<file path="src/logic/afrc_pkg.sv">
package afrc_pkg;
	// register byte offsets on the control port
	localparam logic [7:0] OFS_CHAN_FAULT = 8'h70;
	localparam logic [7:0] OFS_GLOBAL1 = 8'h71;
	localparam logic [7:0] OFS_GLOBAL2 = 8'h72;
	localparam logic [7:0] OFS_OTW_STATUS = 8'h73;
	localparam logic [7:0] OFS_REPORT_MASK = 8'h74;
	localparam logic [7:0] OFS_LATCH_CTRL = 8'h75;
	localparam logic [7:0] OFS_MISC_CTRL = 8'h76;
	localparam logic [7:0] OFS_FAULT_CLEAR = 8'h78;
	// reset values
	localparam logic [7:0] RST_REPORT_MASK = 8'h00;
	localparam logic [7:0] RST_LATCH_CTRL = 8'hf8;
	localparam logic [7:0] RST_MISC_CTRL = 8'h00;
	localparam logic [6:0] RST_CLEAR_RSVD = 7'h00;
	// report mask bit positions
	localparam int B_SHUTDOWN_REPORT_MASK = 7;
	localparam int B_MASK_LS_UV = 6;
	localparam int B_MASK_LS_OV = 5;
	localparam int B_MASK_CLK = 4;
	localparam int B_MASK_PS_UV = 3;
	localparam int B_MASK_PS_OV = 2;
	localparam int B_DC_FAULT_REPORT_MASK = 1;
	localparam int B_OVERCURRENT_REPORT_MASK = 0;
	// latch control bit positions
	localparam int B_CLK_LATCH_EN = 5;
	localparam int B_SHUTDOWN_LATCH_ENABLE = 4;
	localparam int B_WARNING_LATCH_ENABLE = 3;
	localparam int B_WARNING_REPORT_MASK = 2;
	// misc control bit positions
	localparam int B_CLK_DET_HOLD = 7;
	localparam int B_AUTO_REC = 4;
	// status and fault clear command bit positions
	localparam int B_OTW_FLAG = 2;
	localparam int B_CLEAR_CMD = 7;
	// fault vector index
	localparam int NFLT = 11;
	localparam int F_DC_L = 0;
	localparam int F_DC_R = 1;
	localparam int F_OC_L = 2;
	localparam int F_OC_R = 3;
	localparam int F_CLK = 4;
	localparam int F_PS_OV = 5;
	localparam int F_PS_UV = 6;
	localparam int F_OVERTEMP_SHUTDOWN = 7;
	localparam int F_OTW = 8;
	localparam int F_LS_OV = 9;
	localparam int F_LS_UV = 10;
endpackage

</file>
<file path="src/logic/afrc_ctl_if.sv">
`timescale 1ns/1ps
interface afrc_ctl_if;
	logic [7:0] report_mask;
	logic [7:0] latch_ctrl;
	logic [7:0] misc_ctrl;
	logic clear;
	logic [afrc_pkg::NFLT-1:0] raw;
	logic [afrc_pkg::NFLT-1:0] flags;
	logic fault_report;
	modport regs (
		output report_mask,
		output latch_ctrl,
		output misc_ctrl,
		output clear,
		input flags
	);
	modport core (
		input report_mask,
		input latch_ctrl,
		input misc_ctrl,
		input clear,
		input raw,
		output flags,
		output fault_report
	);
endinterface

</file>
<file path="src/logic/afrc_fault_core.sv">
`timescale 1ns/1ps
module afrc_fault_core (
	input wire logic i_mclk,
	input wire logic i_rst_b,
	input wire logic i_ce,
	afrc_ctl_if.core ctl
);
	logic [afrc_pkg::NFLT-1:0] flags_q;
	logic [afrc_pkg::NFLT-1:0] flags_d;
	logic [afrc_pkg::NFLT-1:0] latch_en;
	logic [afrc_pkg::NFLT-1:0] rpt_en;
	logic report_q;
	logic report_d;

	// which faults stick and which reach the report pin
	always_comb
	begin
		latch_en = '1;
		latch_en[afrc_pkg::F_CLK] =
			ctl.latch_ctrl[afrc_pkg::B_CLK_LATCH_EN];
		latch_en[afrc_pkg::F_OVERTEMP_SHUTDOWN] =
			ctl.latch_ctrl[afrc_pkg::B_SHUTDOWN_LATCH_ENABLE]
			& ~ctl.misc_ctrl[afrc_pkg::B_AUTO_REC];
		latch_en[afrc_pkg::F_OTW] =
			ctl.latch_ctrl[afrc_pkg::B_WARNING_LATCH_ENABLE];
		// clock detect status follows live unless held or latch control bit 5 is set
		latch_en[afrc_pkg::F_CLK] = latch_en[afrc_pkg::F_CLK]
			| ctl.misc_ctrl[afrc_pkg::B_CLK_DET_HOLD];
		// supply faults track the supply, never stick
		latch_en[afrc_pkg::F_LS_OV] = 1'b0;
		latch_en[afrc_pkg::F_LS_UV] = 1'b0;
		latch_en[afrc_pkg::F_PS_OV] = 1'b0;
		latch_en[afrc_pkg::F_PS_UV] = 1'b0;
		rpt_en = '1;
		rpt_en[afrc_pkg::F_OVERTEMP_SHUTDOWN] =
			~ctl.report_mask[afrc_pkg::B_SHUTDOWN_REPORT_MASK];
		rpt_en[afrc_pkg::F_LS_UV] =
			~ctl.report_mask[afrc_pkg::B_MASK_LS_UV];
		rpt_en[afrc_pkg::F_LS_OV] =
			~ctl.report_mask[afrc_pkg::B_MASK_LS_OV];
		rpt_en[afrc_pkg::F_CLK] =
			~ctl.report_mask[afrc_pkg::B_MASK_CLK];
		rpt_en[afrc_pkg::F_PS_UV] =
			~ctl.report_mask[afrc_pkg::B_MASK_PS_UV];
		rpt_en[afrc_pkg::F_PS_OV] =
			~ctl.report_mask[afrc_pkg::B_MASK_PS_OV];
		rpt_en[afrc_pkg::F_DC_L] =
			~ctl.report_mask[afrc_pkg::B_DC_FAULT_REPORT_MASK];
		rpt_en[afrc_pkg::F_DC_R] =
			~ctl.report_mask[afrc_pkg::B_DC_FAULT_REPORT_MASK];
		rpt_en[afrc_pkg::F_OC_L] =
			~ctl.report_mask[afrc_pkg::B_OVERCURRENT_REPORT_MASK];
		rpt_en[afrc_pkg::F_OC_R] =
			~ctl.report_mask[afrc_pkg::B_OVERCURRENT_REPORT_MASK];
		rpt_en[afrc_pkg::F_OTW] =
			~ctl.latch_ctrl[afrc_pkg::B_WARNING_REPORT_MASK];
	end

	// live cause sets; held bit kept until clear; set beats clear
	always_comb
	begin
		flags_d = ctl.raw
			| (flags_q & latch_en & {afrc_pkg::NFLT{~ctl.clear}});
		// masked faults are still recorded, only the report drops
		report_d = |(flags_d & rpt_en);
	end

	// registers only
	always_ff @(posedge i_mclk or negedge i_rst_b)
	begin
		if (!i_rst_b)
		begin
			flags_q <= '0;
			report_q <= 1'b0;
		end
		else if (i_ce)
		begin
			flags_q <= flags_d;
			report_q <= report_d;
		end
	end

	assign ctl.flags = flags_q;
	assign ctl.fault_report = report_q;
endmodule // afrc_fault_core

</file>
<file path="src/logic/afrc_regs.sv">
`timescale 1ns/1ps
module afrc_regs (
	input wire logic i_mclk,
	input wire logic i_rst_b,
	input wire logic i_ce,
	input wire logic i_wr,
	input wire logic i_rd,
	input wire logic [7:0] i_addr,
	input wire logic [7:0] i_wdata,
	output logic [7:0] o_rdata,
	afrc_ctl_if.regs ctl
);
	logic [7:0] mask_q;
	logic [7:0] mask_d;
	logic [7:0] latch_q;
	logic [7:0] latch_d;
	logic [7:0] misc_q;
	logic [7:0] misc_d;
	logic [6:0] clr_rsvd_q;
	logic [6:0] clr_rsvd_d;
	logic clear_q;
	logic clear_d;
	logic [7:0] rdata_q;
	logic [7:0] rdata_d;
	logic [10:0] f;

	assign f = ctl.flags;

	// write decode and read mux
	always_comb
	begin
		mask_d = mask_q;
		latch_d = latch_q;
		misc_d = misc_q;
		clr_rsvd_d = clr_rsvd_q;
		clear_d = 1'b0;
		rdata_d = rdata_q;
		if (i_wr)
		begin
			unique case (i_addr)
				afrc_pkg::OFS_REPORT_MASK: mask_d = i_wdata;
				// reserved fields hold what is written
				afrc_pkg::OFS_LATCH_CTRL: latch_d = i_wdata;
				afrc_pkg::OFS_MISC_CTRL: misc_d = i_wdata;
				afrc_pkg::OFS_FAULT_CLEAR:
				begin
					clr_rsvd_d = i_wdata[6:0];
					clear_d = i_wdata[afrc_pkg::B_CLEAR_CMD];
				end
				default: clear_d = 1'b0;
			endcase
		end
		if (i_rd)
		begin
			unique case (i_addr)
				afrc_pkg::OFS_CHAN_FAULT: rdata_d = {4'h0,
					f[afrc_pkg::F_DC_L], f[afrc_pkg::F_DC_R],
					f[afrc_pkg::F_OC_L], f[afrc_pkg::F_OC_R]};
				afrc_pkg::OFS_GLOBAL1: rdata_d = {5'h00,
					f[afrc_pkg::F_CLK], f[afrc_pkg::F_PS_OV],
					f[afrc_pkg::F_PS_UV]};
				afrc_pkg::OFS_GLOBAL2:
					rdata_d = {7'h00, f[afrc_pkg::F_OVERTEMP_SHUTDOWN]};
				afrc_pkg::OFS_OTW_STATUS:
					rdata_d = {5'h00, f[afrc_pkg::F_OTW], 2'h0};
				afrc_pkg::OFS_REPORT_MASK: rdata_d = mask_q;
				afrc_pkg::OFS_LATCH_CTRL: rdata_d = latch_q;
				afrc_pkg::OFS_MISC_CTRL: rdata_d = misc_q;
				// command bit is write-only, reads zero
				afrc_pkg::OFS_FAULT_CLEAR: rdata_d = {1'b0, clr_rsvd_q};
				default: rdata_d = 8'h00;
			endcase
		end
	end

	always_ff @(posedge i_mclk or negedge i_rst_b)
	begin
		if (!i_rst_b)
		begin
			mask_q <= afrc_pkg::RST_REPORT_MASK;
			latch_q <= afrc_pkg::RST_LATCH_CTRL;
			misc_q <= afrc_pkg::RST_MISC_CTRL;
			clr_rsvd_q <= afrc_pkg::RST_CLEAR_RSVD;
			clear_q <= 1'b0;
			rdata_q <= 8'h00;
		end
		else if (i_ce)
		begin
			mask_q <= mask_d;
			latch_q <= latch_d;
			misc_q <= misc_d;
			clr_rsvd_q <= clr_rsvd_d;
			clear_q <= clear_d;
			rdata_q <= rdata_d;
		end
	end

	assign ctl.report_mask = mask_q;
	assign ctl.latch_ctrl = latch_q;
	assign ctl.misc_ctrl = misc_q;
	assign ctl.clear = clear_q;
	assign o_rdata = rdata_q;
endmodule // afrc_regs

</file>
<file path="src/logic/afrc_top.sv">
// Behaviour
// - overtemp warning flag reads in bit 2 of its status register, rest zero.
// - mask bit 7 hides overtemp shutdown from the fault report.
// - mask bit 6 hides logic supply undervoltage from the report.
// - mask bit 5 hides logic supply overvoltage from the report.
// - mask bit 4 hides clock fault from the report.
// - mask bit 3 hides power stage undervoltage from the report.
// - mask bit 2 hides power stage overvoltage from the report.
// - mask bit 1 hides output dc faults from the report.
// - mask bit 0 hides output overcurrent faults from the report.
// - latch control bit 5 makes clock fault sticky; resets one.
// - latch control bit 4 makes overtemp shutdown sticky unless misc bit 4 is set; resets one.
// - latch control bit 3 makes overtemp warning sticky; resets one.
// - latch control bit 2 hides overtemp warning from the report.
// - latch control reserved bits reset to 11 and 00, writable.
// - misc bit 7 holds clock detect status; with it and latch control bit 5 both clear it follows live.
// - misc bit 4 lets overtemp shutdown recover by itself.
// - writing one to clear bit 7 clears latched faults.
// - per-channel dc and overcurrent flags readable at channel status.
// - overtemp shutdown flag readable in bit 0 of global status two.
`timescale 1ns/1ps
module afrc_top (
	input wire logic i_mclk,
	input wire logic i_rst_b,
	input wire logic i_ce,
	input wire logic i_wr,
	input wire logic i_rd,
	input wire logic [7:0] i_addr,
	input wire logic [7:0] i_wdata,
	output logic [7:0] o_rdata,
	input wire logic i_dc_left,
	input wire logic i_dc_right,
	input wire logic i_oc_left,
	input wire logic i_oc_right,
	input wire logic i_clock_fault,
	input wire logic i_power_supply_ov,
	input wire logic i_power_supply_uv,
	input wire logic i_overtemp_shutdown,
	input wire logic i_overtemp_warning,
	input wire logic i_logic_supply_ov,
	input wire logic i_logic_supply_uv,
	output logic o_fault_report,
	output logic o_overtemp_shutdown
);
	afrc_ctl_if ctl ();

	// analog detectors are taken as synchronous levels
	assign ctl.raw = {i_logic_supply_uv, i_logic_supply_ov,
		i_overtemp_warning, i_overtemp_shutdown, i_power_supply_uv,
		i_power_supply_ov, i_clock_fault, i_oc_right, i_oc_left,
		i_dc_right, i_dc_left};

	afrc_regs u_regs (
		.i_mclk(i_mclk),
		.i_rst_b(i_rst_b),
		.i_ce(i_ce),
		.i_wr(i_wr),
		.i_rd(i_rd),
		.i_addr(i_addr),
		.i_wdata(i_wdata),
		.o_rdata(o_rdata),
		.ctl(ctl)
	);

	afrc_fault_core u_core (
		.i_mclk(i_mclk),
		.i_rst_b(i_rst_b),
		.i_ce(i_ce),
		.ctl(ctl)
	);

	// shutdown holds the power stage off while its flag stands
	assign o_overtemp_shutdown = ctl.flags[afrc_pkg::F_OVERTEMP_SHUTDOWN];
	assign o_fault_report = ctl.fault_report;
endmodule // afrc_top

</file>
<file path="config.mk">
export PLATFORM = sky130hd
export DESIGN_NAME = afrc_top
export DESIGN_NICKNAME = d
export VERILOG_FILES = /design/src/logic/afrc_pkg.sv /design/src/logic/afrc_ctl_if.sv /design/src/logic/afrc_fault_core.sv /design/src/logic/afrc_regs.sv /design/src/logic/afrc_top.sv
export SDC_FILE = /design/constraint.sdc
export NUM_CORES = 1
export LEC_CHECK = 0
export BUFFER_PORTS_ARGS = -buffer_cell sky130_fd_sc_hd__buf_2
export CORE_MARGIN = 2
export CORE_UTILIZATION = 45
export CTS_BUF_LIST = sky130_fd_sc_hd__clkbuf_8 sky130_fd_sc_hd__clkbuf_16
export CTS_CLUSTER_DIAMETER = 60
export CTS_CLUSTER_SIZE = 25
export DETAILED_ROUTE_END_ITERATION = 12
export PLACE_DENSITY = 0.81
export SLEW_MARGIN = 30
export SYNTH_ARGS = -nofsm -noshare
export SYNTH_HDL_FRONTEND = slang
export SYNTH_SLANG_ARGS = --single-unit
</file>
<file path="constraint.sdc">
create_clock -name i_mclk -period 1.6 [get_ports i_mclk]
set_clock_uncertainty 0.05 [all_clocks]
set_input_delay 0.32 -clock i_mclk [delete_from_list [all_inputs] [get_ports i_mclk]]
set_output_delay 0.32 -clock i_mclk [all_outputs]
set_load 0.03 [all_outputs]
</file>
==> results by stage <==
Logic synthesis:
- sky130_fd_sc_hd__dfrtp_1 is the most common cell in the netlist.
- After synthesis, the netlist uses 49 different library cells.
- The top-area cell type share of the netlist area is 45.7%.
- The proportion of synthesized chip area in sequential cells is 51.0%.
- The mean post-synth cell area is 12.1 um2.
- In the synthesized netlist, the cells that appear most often are sky130_fd_sc_hd__dfrtp_1, sky130_fd_sc_hd__mux2_2, sky130_fd_sc_hd__a22o_1, sky130_fd_sc_hd__nand2_1, sky130_fd_sc_hd__nor2_1.
- The synthesized netlist net count is 236.
- The primary flip-flop cell chosen by synthesis mapping is sky130_fd_sc_hd__dfrtp_1.
- The synthesized netlist occupies a cell area of 0.00247 mm2.
- The cell type with the highest aggregate area in the netlist is sky130_fd_sc_hd__dfrtp_1.
- Yosys attributes the largest share of cell area to sky130_fd_sc_hd__dfrtp_1, sky130_fd_sc_hd__mux2_2, sky130_fd_sc_hd__dfstp_2.
- The Yosys warning count is 0.
- In the synthesized netlist, the number of instances is 204.
- In this run, synthesis inferred 0 flip-flops with an integrated enable.
- The synthesized design contains 50 register bits.
- The fraction of registers with async set/reset is 100%.

Drt:
- The number of iterations in the first detailed-routing pass is 5.
- In this run the remaining antenna-violating nets after routing total 0.
- In the routed design, unresolved DRC markers number 0.
- The number of violations reported at the end of detailed-routing iteration 0 is 148.
- The total number of vias is 1979.
- The routed wirelength normalized by instance count is 17.1 um.
- The final layout contains routed wiring with a total length of 6030 um.
- Using the TritonRoute via totals, the vias-per-cell ratio works out to 5.61.

Cells and area:
- The proportion of layout cells with a drive suffix above 1 is 47.7%.
- The number of nets at the end of the flow is 314.
- The number of fillers in the final layout is 439.
- The count of antenna diodes in the layout is 0.
- The synthesis-to-layout area growth is 28.6%.

Worst setup path:
- STA classifies the critical path startpoint as a flop.
- The cell with the largest stage delay on the worst path is sky130_fd_sc_hd__dfrtp_1.
- The critical path in this run is classified as reg2reg.
- The data arrival at the endpoint of the critical path is 1.74 ns.
- The startpoint identified for the worst register-to-register timing path is u_regs.clr_rsvd_q[1].
- The sort of element at the end of the critical path is a flop.
- Tracing the worst setup path back leads to its startpoint at u_regs.clr_rsvd_q[1].
- The maximum fanout count along the critical path is 2.
- The critical path goes through mux2_4, a221oi_2, a2111oi_1, a311o_1, a22o_1.
- At the worst endpoint, the required time is 1.74 ns.
- For this run, the slowest stage of the critical path takes 0.40 ns.

Global route:
- The via count of the first global-routing pass is 1995.
- Across every metal layer, demand over resource in global routing totals 21.2%.
- The total congestion overflow is 0.
- The initial antenna violation count is 0.
- The global-route wire length before repair is 9830 um.
- The pin count of the biggest net entering global routing is 51.

Min path:
- The tightest min-delay check is of the in2reg type.
- The startpoint identified for the worst hold timing path is i_overtemp_shutdown.

Placement:
- The final weighted congestion in routability-driven placement is 0.939.
- In this run the tool buffered the top-level ports with 41 buffer cells.
- The HPWL after detailed placement is 4580 um.

STA:
- The number of failing hold endpoints at the final stage came to 0.
- The setup-violating endpoint count in the final report is 0.
- Measured against its own limit, the worst slew margin works out to 71.2%.
- The slew of the pin with the lowest slew margin is 0.432 ns.
- Setup repair after global routing could not meet its margin everywhere.
- After routing, the total negative slack on setup checks comes to 0 ns.
- The final critical-path required period is 1.60 ns.
- Timing would allow up to 625 MHz.
- The max-slew violation count was 0.
- The post-route fraction of the period consumed by the critical path is 100%.

Outcome:
- The flow ran to the end, and the final reports show no timing, DRC or antenna violations.

Clock network:
- CTS built an H-tree with a depth of 2.
- The clock latency of the later-clocked register in the worst-skew pair is 0.30 ns.
- The buffer type at the clock tree root is sky130_fd_sc_hd__clkbuf_8.
- The clock-pin slew reported for the worst setup and hold paths after clock tree synthesis is 0.09 ns.
- Counting every sink on the clock net gives 50.
- Counting the buffers created by CTS gives 5.
- The maximum number of buffers from clock root to sink is 2.
- TritonCTS built the clock tree.

Power:
- Across the VDD grid, the largest voltage drop is 0.552 mV.
- The power density over cell area is 772 mW/mm2.
- The leakage power of the design is 1.51 nW.
- Power comes to 0.00245 W.

Floorplan:
- The count of pins on the block boundary is 42.
- Row generation in the floorplan step produced 26 rows.
- The floorplan step set the die height to 78.0 um.
- The area of the core is 0.00520 mm2.
- The die is 78.0 um wide.
- The die covers 0.00609 mm2.
- The initial core utilization is 47.4%.

Job:
- The total of max-cap violations is 0.
[critical path: cells and delay by family (launching register included)]
family	cells	cell delay [ns]
AOI/OAI and AO/OA	4	0.79
DFF	1	0.40
muxes	1	0.27
[stage by stage]
step           cell area, um2  hold WS, ns  std cells  utilization [%]  setup slack, ns
2_1_floorplan            2490      -0.0256        204                -           -0.150
3_3_place_gp             3020        0.276        343             58.0           -0.302
3_5_place_dp             3020        0.276        343             58.0           -0.318
4_1_cts                  3140        0.187        352             60.3         0.000301
5_1_grt                  3170        0.212        353             60.9          -0.0332
6_report                 3170        0.195        353             60.9         0.000725
[cells in the final DEF (no fill, tap or decap), types with 6 or more instances in the layout]
master                     n
sky130_fd_sc_hd__nand2_1  11
sky130_fd_sc_hd__mux2_2   28
sky130_fd_sc_hd__nor2_1   10
sky130_fd_sc_hd__o21ai_0   8
sky130_fd_sc_hd__buf_2    41
sky130_fd_sc_hd__a22o_1   11
sky130_fd_sc_hd__buf_4    35
sky130_fd_sc_hd__dfrtp_1  45
sky130_fd_sc_hd__a21oi_1   6
sky130_fd_sc_hd__mux2_4    7
sky130_fd_sc_hd__a22oi_1   7
sky130_fd_sc_hd__inv_1     9
[path summary, 6_finish.rpt]
kind | cells after the start | slack (ns) | to
max in group asynchronous | 3 | 0.74 | u_regs.ctl.latch_ctrl[6]
setup / recovery | 5 | 0.0007 | u_regs.o_rdata[1]
setup reg to reg | 5 | 0.0007 | u_regs.o_rdata[1]
hold / removal | 3 | 0.20 | u_core.ctl.flags[7]
hold reg to reg | 2 | 0.44 | u_regs.o_rdata[0]
min in group asynchronous | 3 | 0.49 | u_regs.o_rdata[2]
[state kept, by name, summed over array words and instances (netlist names)]
name / cells
u_regs.ctl.misc_ctrl: 8
u_regs.o_rdata: 8
u_regs.ctl.clear: 1
u_core.ctl.flags: 9
u_regs.clr_rsvd_q: 7
u_regs.ctl.latch_ctrl: 8
u_regs.ctl.report_mask: 8
u_core.ctl.fault_report: 1
[power by group]
| group | leakage [nW] | internal (W) | total, W | switching (W) |
|---|---|---|---|---|
| combinational | 0.818 | 0.000127 | 0.000270 | 0.000143 |
| sequential | 0.641 | 0.00130 | 0.00132 | 0.0000253 |
| clock | 0.0556 | 0.000460 | 0.000854 | 0.000394 |
| total | 1.51 | 0.00189 | 0.00245 | 0.000563 |
[layout make-up]
class	count	area, um2	share of cell area, %
flip-flops and latches	50	1260	39.6
inverters	8	30.0	0.947
well taps	70	87.6	2.76
clock inverters	3	41.3	1.30
repair buffers	80	538	17.0
clock buffers	5	68.8	2.17
multi-input cells	137	1150	36.2
[metal layers]
| metal | vias up | wire, um | GRT usage [%] |
|---|---|---|---|
| li1 | 918 | - | - |
| met2 | 69 | 2800 | 33.2 |
| met5 | - | 0 | 0 |
| met1 | 971 | 2660 | 28.6 |
| met3 | 21 | 345 | 4.14 |
| met4 | 0 | 231 | 9.82 |
[cell families after synthesis]
logic type      share of synthesized area [%]
flops                                    51.0
simple gates                             12.6
buf+inv                                  3.80
mux                                      18.2
compound gates                           14.5
[what timing repair did]
action	4_1_cts	5_1_grt
endpoints found under the hold margin	45	0
resized for setup	0	4
buffers inserted	0	1
setup endpoints to repair	0	7
hold buffers	1	0
No activity file was read; power rests on OpenSTA's default activity.
